## config.mk

```make
export PLATFORM = sky130hd
export DESIGN_NAME = bsm_boot_strap_mode_select
export DESIGN_NICKNAME = d
export VERILOG_FILES = /design/src/bsm_pkg.sv /design/src/bsm_boot_strap_mode_select.sv
export SDC_FILE = /design/constraint.sdc
export NUM_CORES = 1
export LEC_CHECK = 0
export BUFFER_PORTS_ARGS = -buffer_cell sky130_fd_sc_hd__buf_2
export CAP_MARGIN = 20
export CELL_PAD_IN_SITES_DETAIL_PLACEMENT = 0
export CELL_PAD_IN_SITES_GLOBAL_PLACEMENT = 1
export CORE_AREA = 5 5 120 122
export DETAILED_ROUTE_END_ITERATION = 8
export DIE_AREA = 0 0 125 127
export GPL_TIMING_DRIVEN = 1
export MAX_ROUTING_LAYER = met4
export PLACE_DENSITY = 0.82
export REMOVE_ABC_BUFFERS = 1
export SYNTH_ARGS = -nofsm -noshare
export SYNTH_HDL_FRONTEND = slang
export SYNTH_SLANG_ARGS = --single-unit
```

## constraint.sdc

```tcl
create_clock -name clock -period 3.33 [get_ports clock]
set_clock_uncertainty 0.1 [all_clocks]
set_input_delay 0.333 -clock clock [delete_from_list [all_inputs] [get_ports clock]]
set_output_delay 0.333 -clock clock [all_outputs]
set_load 0.1 [all_outputs]
```

## src/bsm_pkg.sv

```systemverilog
// bsm_pkg: constants for the boot strap mode select block
// assumes a single 20 MHz clock domain and a plain register port
package bsm_pkg;

	// ******************************************
	// strap codes
	// ******************************************
	localparam logic [2:0] BSM_SERIAL_LOAD_CODE   = 3'h4;
	localparam logic [2:0] BSM_RUN_TWO_WIRE_CODE  = 3'h1;
	localparam logic [2:0] BSM_RUN_FOUR_WIRE_CODE = 3'h0;
	localparam logic [2:0] BSM_LOAD_OR_RUN_CODE   = 3'h2;
	localparam logic [2:0] BSM_FACTORY_RESTORE_CODE = 3'h3;

	// ******************************************
	// flows and restore choices
	// ******************************************
	typedef enum logic [2:0] {
		BSM_FLOW_RUN4    = 3'h0,
		BSM_FLOW_RUN2    = 3'h1,
		BSM_FLOW_LOAD    = 3'h2,
		BSM_FLOW_RESTORE = 3'h3,
		BSM_FLOW_SENSE   = 3'h4
	} bsm_flow_t;

	localparam logic [1:0] BSM_RESTORE_NONE  = 2'h0;
	localparam logic [1:0] BSM_RESTORE_PARAM = 2'h1;
	localparam logic [1:0] BSM_RESTORE_FULL  = 2'h2;

	typedef enum logic [2:0] {
		BSM_ST_SENSE   = 3'h0,
		BSM_ST_BREAK   = 3'h1,
		BSM_ST_RUN     = 3'h2,
		BSM_ST_LOAD    = 3'h3,
		BSM_ST_RESTORE = 3'h4
	} bsm_state_t;

	// ******************************************
	// register map (byte offsets, compared with reg_addr as they stand)
	// ******************************************
	localparam logic [3:0] BSM_REG_STATUS  = 4'h0;
	localparam logic [3:0] BSM_REG_RESTORE = 4'h4;
	localparam logic [3:0] BSM_REG_TRIGGER = 4'h8;
	localparam logic [1:0] BSM_RESTORE_RST = 2'h0;

	// ******************************************
	// timing
	// ******************************************
	localparam int unsigned BSM_CLK_HZ        = 20000000;
	localparam int unsigned BSM_RESTORE_SEC   = 8;
	localparam int unsigned BSM_RESTORE_CYC   = BSM_RESTORE_SEC * BSM_CLK_HZ;
	localparam int unsigned BSM_BREAK_US      = 100;
	localparam int unsigned BSM_BREAK_CYC     = (BSM_BREAK_US * BSM_CLK_HZ) / 1000000;
	localparam int unsigned BSM_SETTLE_CYC    = 16;

endpackage : bsm_pkg

```

## src/bsm_boot_strap_mode_select.sv

```systemverilog
// bsm_boot_strap_mode_select: strap sensing, boot flow choice, factory restore sequencing
// assumes straps have board pulls, a flash engine performing restore steps,
// and a restore progress flag kept in nonvolatile storage outside this block
//
// The register addresses and the address-and-strobe port were decided locally.
`timescale 1ns/1ps
module bsm_boot_strap_mode_select
	import bsm_pkg::*;
#(
	parameter int unsigned RESTORE_CYC = BSM_RESTORE_CYC,
	parameter int unsigned BREAK_CYC   = BSM_BREAK_CYC
) (
	input  wire logic        clock,
	input  wire logic        arst_n,
	// straps and pins
	input  wire logic [2:0]  boot_strap_lines,
	output logic [2:0]       boot_strap_pull_down,
	input  wire logic        uart_rx,
	input  wire logic        restore_pending_in,
	output logic             restore_pending_set,
	output logic             restore_pending_clr,
	// flash restore engine
	output logic             flash_restore_param,
	output logic             flash_restore_image,
	input  wire logic        flash_restore_done,
	output logic             factory_sector_lock,
	// mode outputs
	output logic [2:0]       boot_code,
	output logic             serial_load_mode,
	output logic             run_mode,
	output logic             debug_two_wire,
	output logic             debug_four_wire,
	output logic             strap2_output_ok,
	output logic             mode_valid,
	// register port
	input  wire logic [3:0]  reg_addr,
	input  wire logic [31:0] reg_wdata,
	input  wire logic        reg_write,
	input  wire logic        reg_read,
	output logic [31:0]      reg_rdata
);

	// ******************************************
	// synchronisers
	// ******************************************
	logic [2:0] strap_s1_q;
	logic [2:0] strap_s2_q;
	logic [2:0] strap_s3_q;
	logic [2:0] rx_sync_q;
	logic [2:0] pend_sync_q;
	logic [2:0] done_sync_q;

	always_ff @(posedge clock or negedge arst_n) begin
		if (!arst_n) begin
			strap_s1_q  <= 3'h0;
			strap_s2_q  <= 3'h0;
			strap_s3_q  <= 3'h0;
			rx_sync_q   <= 3'h7;
			pend_sync_q <= 3'h0;
			done_sync_q <= 3'h0;
		end else begin
			strap_s1_q  <= boot_strap_lines;
			strap_s2_q  <= strap_s1_q;
			strap_s3_q  <= strap_s2_q;
			rx_sync_q   <= {rx_sync_q[1:0], uart_rx};
			pend_sync_q <= {pend_sync_q[1:0], restore_pending_in};
			done_sync_q <= {done_sync_q[1:0], flash_restore_done};
		end
	end

	// internal pulldowns are always engaged on every strap line
	assign boot_strap_pull_down = 3'h7;

	logic strap_stable;
	logic rx_high;
	logic pend_level;
	logic done_level;
	assign strap_stable = (strap_s2_q == strap_s3_q);
	assign rx_high      = rx_sync_q[1] & rx_sync_q[2];
	assign pend_level   = pend_sync_q[1] & pend_sync_q[2];
	assign done_level   = done_sync_q[1] & done_sync_q[2];

	// ******************************************
	// strap sampling window after reset release
	// ******************************************
	logic [4:0] settle_q;
	logic       sensed_q;
	logic [2:0] code_q;

	always_ff @(posedge clock or negedge arst_n) begin
		if (!arst_n) begin
			settle_q <= 5'h0;
		end else if (!sensed_q && strap_stable && settle_q != 5'(BSM_SETTLE_CYC)) begin
			settle_q <= settle_q + 5'h1;
		end else if (!strap_stable) begin
			settle_q <= 5'h0;
		end
	end

	// captured once per reset and held after that; later strap moves are ignored
	always_ff @(posedge clock or negedge arst_n) begin
		if (!arst_n) begin
			sensed_q <= 1'b0;
			code_q   <= BSM_RUN_FOUR_WIRE_CODE;
		end else if (!sensed_q && settle_q == 5'(BSM_SETTLE_CYC)) begin
			sensed_q <= 1'b1;
			code_q   <= strap_s3_q;
		end
	end

	// ******************************************
	// registers
	// ******************************************
	logic [1:0] restore_sel_q;
	logic       sw_trigger_q;
	logic       restore_busy;
	logic       restore_fail_q;

	always_ff @(posedge clock or negedge arst_n) begin
		if (!arst_n) begin
			restore_sel_q <= BSM_RESTORE_RST;
		end else if (reg_write && reg_addr == BSM_REG_RESTORE) begin
			// the encoding 3 is not a valid choice and maps to none
			restore_sel_q <= (reg_wdata[1:0] == 2'h3) ? BSM_RESTORE_NONE
				: reg_wdata[1:0];
		end
	end

	// a none choice must not start the engine and then sit out the timeout
	logic sel_active;
	assign sel_active = restore_sel_q != BSM_RESTORE_NONE;

	always_ff @(posedge clock or negedge arst_n) begin
		if (!arst_n) begin
			sw_trigger_q <= 1'b0;
		end else begin
			sw_trigger_q <= reg_write && reg_addr == BSM_REG_TRIGGER && reg_wdata[0]
				&& sensed_q && !restore_busy
				&& sel_active;
		end
	end

	// ******************************************
	// boot flow state machine
	// ******************************************
	bsm_state_t  state_q;
	bsm_state_t  state_d;
	logic [31:0] timer_q;
	logic        break_seen;
	logic        restore_end;

	assign restore_end = done_level || timer_q >= RESTORE_CYC;
	assign restore_busy = state_q == BSM_ST_RESTORE;

	always_comb begin
		state_d = state_q;
		case (state_q)
			BSM_ST_SENSE: begin
				if (sensed_q) begin
					if (pend_level) begin
						state_d = BSM_ST_RESTORE;
					end else begin
						case (code_q)
							BSM_SERIAL_LOAD_CODE:     state_d = BSM_ST_LOAD;
							BSM_LOAD_OR_RUN_CODE:     state_d = BSM_ST_BREAK;
							BSM_FACTORY_RESTORE_CODE: state_d = BSM_ST_RESTORE;
							BSM_RUN_TWO_WIRE_CODE:    state_d = BSM_ST_RUN;
							default:                  state_d = BSM_ST_RUN;
						endcase
					end
				end
			end
			BSM_ST_BREAK: begin
				// break means rx held low; an agreed high on two samples returns to run
				if (rx_high) begin
					state_d = BSM_ST_RUN;
				end else if (break_seen) begin
					state_d = BSM_ST_LOAD;
				end
			end
			BSM_ST_RUN: begin
				if (sw_trigger_q) begin
					state_d = BSM_ST_RESTORE;
				end
			end
			// no exit: only a new strap sampling leaves load mode
			BSM_ST_LOAD: state_d = BSM_ST_LOAD;
			BSM_ST_RESTORE: begin
				if (restore_end) begin
					state_d = BSM_ST_RUN;
				end
			end
			default: state_d = BSM_ST_SENSE;
		endcase
	end

	always_ff @(posedge clock or negedge arst_n) begin
		if (!arst_n) begin
			state_q <= BSM_ST_SENSE;
		end else begin
			state_q <= state_d;
		end
	end

	always_ff @(posedge clock or negedge arst_n) begin
		if (!arst_n) begin
			timer_q <= 32'h0;
		end else if (state_d != state_q) begin
			timer_q <= 32'h0;
		end else if (timer_q != 32'hffffffff) begin
			timer_q <= timer_q + 32'h1;
		end
	end

	always_ff @(posedge clock or negedge arst_n) begin
		if (!arst_n) begin
			restore_fail_q <= 1'b0;
		end else if (restore_busy && !done_level && timer_q >= RESTORE_CYC) begin
			restore_fail_q <= 1'b1;
		end
	end

	// ******************************************
	// uart break detector
	// ******************************************
	logic [31:0] low_run_q;
	logic        rx_low;

	// only an agreed low counts; a lone low sample is not yet a break
	assign rx_low     = !rx_sync_q[1] && !rx_sync_q[2];
	assign break_seen = low_run_q >= BREAK_CYC;

	always_ff @(posedge clock or negedge arst_n) begin
		if (!arst_n) begin
			low_run_q <= 32'h0;
		end else if (state_q != BSM_ST_BREAK || !rx_low) begin
			low_run_q <= 32'h0;
		end else if (low_run_q != 32'hffffffff) begin
			low_run_q <= low_run_q + 32'h1;
		end
	end

	// ******************************************
	// outputs
	// ******************************************
	logic two_wire_q;
	logic restore_param_q;
	logic restore_image_q;

	always_ff @(posedge clock or negedge arst_n) begin
		if (!arst_n) begin
			two_wire_q <= 1'b0;
		end else if (!sensed_q && settle_q == 5'(BSM_SETTLE_CYC)) begin
			// decided at the latch edge so four-wire never shows for a cycle
			two_wire_q <= strap_s3_q == BSM_RUN_TWO_WIRE_CODE;
		end
	end

	// ******************************************
	// restore engine and marker
	// ******************************************

	// strap-driven restore always does the full image; software uses its choice
	always_ff @(posedge clock or negedge arst_n) begin
		if (!arst_n) begin
			restore_param_q <= 1'b0;
			restore_image_q <= 1'b0;
		end else if (state_d == BSM_ST_RESTORE && state_q != BSM_ST_RESTORE) begin
			if (state_q == BSM_ST_SENSE) begin
				restore_param_q <= 1'b1;
				restore_image_q <= 1'b1;
			end else begin
				restore_param_q <= restore_sel_q != BSM_RESTORE_NONE;
				restore_image_q <= restore_sel_q == BSM_RESTORE_FULL;
			end
		end else if (state_d != BSM_ST_RESTORE) begin
			restore_param_q <= 1'b0;
			restore_image_q <= 1'b0;
		end
	end

	assign flash_restore_param = restore_param_q;
	assign flash_restore_image = restore_image_q;
	// persist a marker before work begins, clear it when the work ends or the timeout expires
	assign restore_pending_set = state_d == BSM_ST_RESTORE && state_q != BSM_ST_RESTORE;
	assign restore_pending_clr = restore_busy && restore_end;
	assign factory_sector_lock = 1'b1;

	// ******************************************
	// mode pins
	// ******************************************

	assign boot_code        = code_q;
	assign serial_load_mode = state_q == BSM_ST_LOAD;
	assign run_mode         = state_q == BSM_ST_RUN;
	assign debug_two_wire   = two_wire_q;
	assign debug_four_wire  = sensed_q && !two_wire_q;
	// only the top strap may be repurposed; low two stay strap/test only
	assign strap2_output_ok = sensed_q;
	assign mode_valid       = sensed_q;

	// ******************************************
	// register read
	// ******************************************
	logic [31:0] status_word;

	// [8] timeout, [7] sensed, [6] state bit0, [5:3] state, [2:0] code
	assign status_word = {
		23'h0,
		restore_fail_q,
		sensed_q,
		state_q[0],
		state_q,
		code_q
	};

	// reads show state only; no path reaches the factory sector
	always_ff @(posedge clock or negedge arst_n) begin
		if (!arst_n) begin
			reg_rdata <= 32'h0;
		end else if (reg_read) begin
			case (reg_addr)
				BSM_REG_STATUS:  reg_rdata <= status_word;
				BSM_REG_RESTORE: reg_rdata <= {30'h0, restore_sel_q};
				default:         reg_rdata <= 32'h0;
			endcase
		end else begin
			reg_rdata <= 32'h0;
		end
	end

endmodule : bsm_boot_strap_mode_select

```

==> results of run 1 <==
==> path summary, 6_finish.rpt <==
kind	start	endpoint	slack, ps
worst max register to register	timer_q[4]	timer_q[31]	860
max in group asynchronous	arst_n	rx_sync_q[1]	1850
worst min register to register	strap_s1_q[2]	strap_s2_q[2]	250
worst min-delay path	reg_wdata[1]	restore_sel_q[1]	120
min in group asynchronous	arst_n	reg_rdata[1]	410
worst max-delay path	timer_q[30]	restore_pending_clr	480
==> area by class of cell <==
cell class	count	share of cell area (%)
flip-flops and latches	109	42.1
clock buffers	9	3.47
inverters	15	0.868
clock inverters	7	1.27
repair buffers	57	5.48
multi-input cells	453	43.4
well taps	176	3.40
==> cell usage after synthesis (3+ instances only) <==
master,count,area (um^2)
dfstp_2,3,78.8
clkbuf_1,23,86.3
or4_1,17,128
a211oi_2,3,37.5
o21ai_0,24,120
mux2_2,3,33.8
mux2i_1,8,80.1
nand3b_1,4,30.0
nand2b_1,3,18.8
and4_1,10,87.6
a21oi_1,15,75.1
o31ai_1,17,128
buf_4,29,218
ha_1,6,75.1
nor3_1,26,130
nor4_1,12,75.1
or3_1,15,93.8
and2_1,10,62.6
a31oi_1,8,50.1
xor2_1,9,78.8
nor2b_1,7,43.8
dfrtp_1,106,2650
and3_1,9,56.3
nand3_1,33,165
o211ai_1,3,22.5
nand4_1,20,125
xnor2_1,26,228
nand2_1,42,158
a211oi_1,19,143
inv_1,15,56.3
nor2_1,47,176
==> kinds of logic (layout without fill, tap and decap cells) <==
family / Yosys count / after routing / synth area share (%)
simple gates: 266 / 266 / 25.2
flops: 109 / 109 / 46.9
compound gates: 108 / 108 / 12.7
buf+inv: 70 / 88 / 6.56
xor+xnor: 35 / 35 / 5.27
mux: 11 / 11 / 1.96
fa+ha+maj: 6 / 6 / 1.29
other cells: 2 / 27 / 0.129
==> what timing repair did <==
| item | 4_1_cts | 5_1_grt |
|---|---|---|
| hold buffers | 7 | 0 |
| endpoints found under the hold margin | 50 | 0 |
| setup endpoints to repair | 0 | 0 |
==> power by group through the flow <==
stage               sequential (uW)  clock [uW]  combinational (uW)
global route                   1360        1210                 217
finish                         1360        1120                 203
global placement               1380           0                 197
floorplan                      1380           0                 152
detailed placement             1380           0                 198
CTS                            1360        1150                 205
==> metal layers <==
| layer | routed length, um | up-vias |
|---|---|---|
| li1 | - | 2254 |
| met2 | 6400 | 86 |
| met3 | 477 | 14 |
| met5 | 0 | - |
| met4 | 150 | 0 |
| met1 | 5810 | 2305 |
==> through the flow <==
stage          hold WS, ps  utilization [%]  area [um^2]  instances  power [uW]
2_1_floorplan        -62.6                -         5590        577        1530
3_3_place_gp           234             46.7         6110        803        1580
3_5_place_dp           236             46.7         6110        803        1580
4_1_cts                110             49.6         6480        826        2710
5_1_grt                139             49.6         6480        826        2780
6_report               124             49.6         6480        826        2680
==> sequential cells by signal (all words and copies together), names as in the netlist <==
name and flops:
mode_valid 1, strap_s1_q 3, restore_fail_q 1, timer_q 32, restore_sel_q 2, low_run_q 32
reg_rdata 8, done_sync_q 3, state_q 3, flash_restore_image 1, sw_trigger_q 1, pend_sync_q 3
boot_code 3, strap_s2_q 3, rx_sync_q 3, flash_restore_param 1, settle_q 5, strap_s3_q 3
debug_two_wire 1
==> worst reg2reg max path, delay by kind of cell (launching register included) <==
family,cells,cell delay (ps)
AO/OA/AOI/OAI,2,640
flip-flops,1,470
AND/OR/NAND/NOR,3,1160
==> impl_metrics.tcl, run 1 <==
set metrics [dict create \
    status "complete, no violations" \
    grt_use_met1_pct 21.3 \
    place_congestion 0.867 \
    maxSlewViolCount 0 \
    cts_tree "yes" \
    fin_crit_sh_pct 85.6 \
    clockBufferDepth 2 \
    path_cells "nor4_1 > nand3_1 > o21ai_0 > buf_4 > and2_1 > nor2_1 > buf_2" \
    clk_latency_ps 360 \
    worstRegToRegCells 5 \
    num_vias 4659 \
    io_pins 95 \
    rsz0062_at_grt "no" \
    p_int_uw 1960 \
    die_area_um2 15900 \
    hold_viol 0 \
    final_layout_size_suffix_gt1_share_pct 12.8 \
    avgViaCountPerCell 5.64 \
    slowest_stage "dfrtp_1" \
    p_per_area_nw_per_um2 413 \
    die_h_um 127 \
    cts-root-buf "clkbuf_16" \
    filler_cell_count 1197 \
    p_seq_share_pct 50.7 \
    ir_drop_v 0.000262 \
    fmax_mhz 351 \
    antenna_cells 0 \
    critical_path.top_delay_family "simple AND/OR/NAND/NOR gates" \
    ys_types 55 \
    fin_nets 697 \
    antenna_found_initial 0 \
    first_pass_iters 4 \
    grt_max_degree 47 \
    crit_path_end_kind "output port" \
    routed_wl_um 12800 \
    synth-edff-count 0 \
    start_kind "flop" \
    portBuffers 37 \
    cp_max_fo 6 \
    setup_ws_ps 480 \
    synth-async-reset-ratio_pct 100 \
    grt_pass1_vias 4462 \
    yosys_warnings 0 \
    setup_tns_ps 0 \
    min_path_type "in -> reg" \
    cts_made_buffers 9 \
    die_w_um 125 \
    drtIter0Drc 197 \
    clk_pin_slew_ps 70 \
    grt_pass1_wl_um 21900 \
    seq_area_um2 2730 \
    layout.cells.most_common "dfrtp_1" \
    multi_input_area_um2 2810 \
    leakage_uw 0.00269 \
    synth_area_um2 5820 \
    tightest_slew_ps 924 \
    wl_per_cell_um 15.5 \
    hpwl_um 8970 \
    coreArea_um2 13100 \
    grt.overflow.total 0 \
    crit_path_max_incr_delay_ps 430 \
    pre_cts_ws_ps 921 \
    min_path_cells 3 \
    fin_crit_ps 2850 \
    setup_violations 0 \
    arrival_ps 2420 \
    syn_to_final_growth_pct 11.4 \
    critPathBufInv 2 \
    busiest_layer "met2" \
    ant_nets 0 \
    combPwrFrac_pct 7.6 \
    crit_cells 7 \
    slew_headroom_pct 37.8 \
    worstSetupPathType "reg -> out" \
    cts.repair.resized 0 \
    p_clk_share_pct 41.7 \
    syn_avg_cell_area_um2 9.59 \
    clock_sinks 109 \
    maxCapViolCount 0 \
    drcViolationCount 0 \
    grtUsageTotal_pct 17.0 \
    synth_cells 607 \
    rows 42 \
    layout_common_cells "dfrtp_1, nor2_1, nand2_1, buf_2, nand3_1" \
    p_switching_uw 711 \
    power.share.switching_pct 26.6 \
    synthFlopType "dfrtp_1" \
    synth.yosys.seq_area_share_pct 46.9 \
    post_cts_buffers 0 \
    use_met2_pct 27.6 \
    start_util_pct 44.5 \
    met3_usage_pct 4.17 \
    synth-seq-cells 109 \
    cp.required_ps 2900 \
    cts-htree-levels 3 \
]
(Power assumes the default switching activity.)
==> run 2, diff against run 1 <==
--- a/constraint.sdc
+++ b/constraint.sdc
@@ -4,2 +4,2 @@
 set_output_delay 0.333 -clock clock [all_outputs]
-set_load 0.1 [all_outputs]
+set_load 0.01 [all_outputs]
==> run 2 against run 1 <==
Effect of this change: clock power fell by 5%; sequential share of layout area rose by 0.18 points; worst setup slack improved by 54 ps; power is 6.7% lower; first-iteration DRC count increased by 32%; global-route usage down 0.26 points; utilization shrank 0.21 points; final cell count shrank 0.36%.
==> impl_metrics.tcl, run 2 (synthesis results as in run 1) <==
set metrics [dict create \
    tightest_slew_ps 952 \
    leakage_uw 0.00268 \
    hold_viol 0 \
    cp.required_ps 2900 \
    rows 42 \
    worstReg2RegStart "timer_q[31]" \
    start_util_pct 44.5 \
    crit_path_end_kind "output port" \
    fin_crit_ps 2800 \
    rsz0062_at_grt "no" \
    worstRegToRegCells 6 \
    io_pins 95 \
    clk_pin_slew_ps 70 \
    top_regs "low_run_q (32), timer_q (32), reg_rdata (8)" \
    clockBufferDepth 2 \
    pre_cts_ws_ps 827 \
    slew_headroom_pct 36.5 \
    p_per_area_nw_per_um2 387 \
    layout_common_cells "dfrtp_1, nor2_1, nand2_1, buf_2, nand3_1" \
    die_w_um 125 \
    place_congestion 0.866 \
    holdWs_ps 27.7 \
    die_h_um 127 \
    grtUsageTotal_pct 16.8 \
    status "complete, no violations" \
    routed_wl_um 12900 \
    grt.overflow.total 0 \
    first_pass_iters 4 \
    fin_crit_sh_pct 84.0 \
    setup_violations 0 \
    slowest_stage "o21ai_0" \
    arrival_ps 2360 \
    cts_tree "yes" \
    drcViolationCount 0 \
    die_area_um2 15900 \
    critPathBufInv 1 \
    fin_nets 694 \
    portBuffers 37 \
    cp_max_fo 5 \
    min_path_type "in -> async" \
    drtIter0Drc 261 \
    cts-root-buf "clkbuf_16" \
    num_vias 4611 \
    filler_cell_count 1229 \
    maxSlewViolCount 0 \
    cts.repair.resized 0 \
    hpwl_um 8780 \
    clock_sinks 109 \
    setup_tns_ps 0 \
    grt_pass1_vias 4463 \
    final_layout_size_suffix_gt1_share_pct 12.5 \
    cts_made_buffers 9 \
    maxCapViolCount 0 \
    ant_nets 0 \
    setup_ws_ps 534 \
    path_cells "nor4_1 > nand3_1 > o21ai_0 > and2_1 > nor2_1 > buf_2" \
    worstSetupPathType "reg -> out" \
    start_kind "flop" \
    cp-startpoint "timer_q[31]" \
    clk_latency_ps 350 \
    antenna_cells 0 \
    ir_drop_v 0.000228 \
    grt_pass1_wl_um 21700 \
    crit_path_max_incr_delay_ps 620 \
    syn_to_final_growth_pct 10.9 \
    layout.cells.most_common "dfrtp_1" \
    r2r_slack_ps 800 \
    avgViaCountPerCell 5.60 \
    cts-htree-levels 3 \
    fmax_mhz 358 \
    grt_max_degree 75 \
    wl_per_cell_um 15.7 \
    antenna_found_initial 0 \
    coreArea_um2 13100 \
    critical_path.top_delay_family "simple AND/OR/NAND/NOR gates" \
    rr_endpoint "timer_q[2]" \
]
## run 2: cell count changes in the layout (fill, tap and decap cells not counted), sizes merged
cell / previous run / this run
dlygate4sd3: 7 / 6
clkinvlp: 1 / 0
clkbuf: 9 / 11
buf: 50 / 48
bufinv: 1 / 0
## run 2: cell type report
type / count / area (um^2) / area share (%)
clock buffer: 11 / 253 / 3.91
clock inverter: 5 / 40.0 / 0.620
inverter: 15 / 56.3 / 0.872
multi-input combinational: 453 / 2810 / 43.6
sequential: 109 / 2730 / 42.3
tap: 176 / 220 / 3.41
timing repair buffer: 54 / 343 / 5.31
## run 2: repair_timing
action | CTS | global route
setup buffers | 0 | 0
hold buffers | 6 | 0
hold endpoints to repair | 6 | 0
## run 2: worst reg2reg max path, delay by kind of cell (launching register included)
kind	cells	cell delay, ps
compound gates	2	860
buf+inv	1	320
simple gates	3	750
flops	1	420
## run 2: worst max-delay path by stage
stage                               end  slack, ps  cells after the start
floorplan                    timer_q[2]        280                      5
global placement             timer_q[2]        840                      6
detailed placement           timer_q[2]        830                      6
CTS                 restore_pending_clr        530                      6
global route        restore_pending_clr        410                      6
finish              restore_pending_clr        530                      6
## run 2: power by group
group          total [uW]  internal [uW]  switching, uW
Clock                1060            557            499
Sequential           1360           1340           14.9
Combinational        83.4           25.4           58.0
## run 2: per-layer routing
| metal | part of all wire (%) | routed length, um | global-route usage, % | vias up |
|---|---|---|---|---|
| met3 | 4.2 | 546 | 3.76 | 19 |
| met4 | 1.7 | 218 | 6.19 | 0 |
| met2 | 49 | 6300 | 27.0 | 91 |
| met1 | 45 | 5840 | 21.0 | 2261 |
| met5 | 0 | 0 | - | - |
| li1 | - | - | - | 2240 |
## run 2: through the flow
stage	instances	area (um^2)	total power (uW)	util [%]
2_1_floorplan	577	5590	1410	-
3_3_place_gp	801	6100	1460	46.7
3_5_place_dp	801	6100	1460	46.7
4_1_cts	823	6460	2530	49.3
5_1_grt	823	6460	2600	49.3
6_report	823	6460	2500	49.3
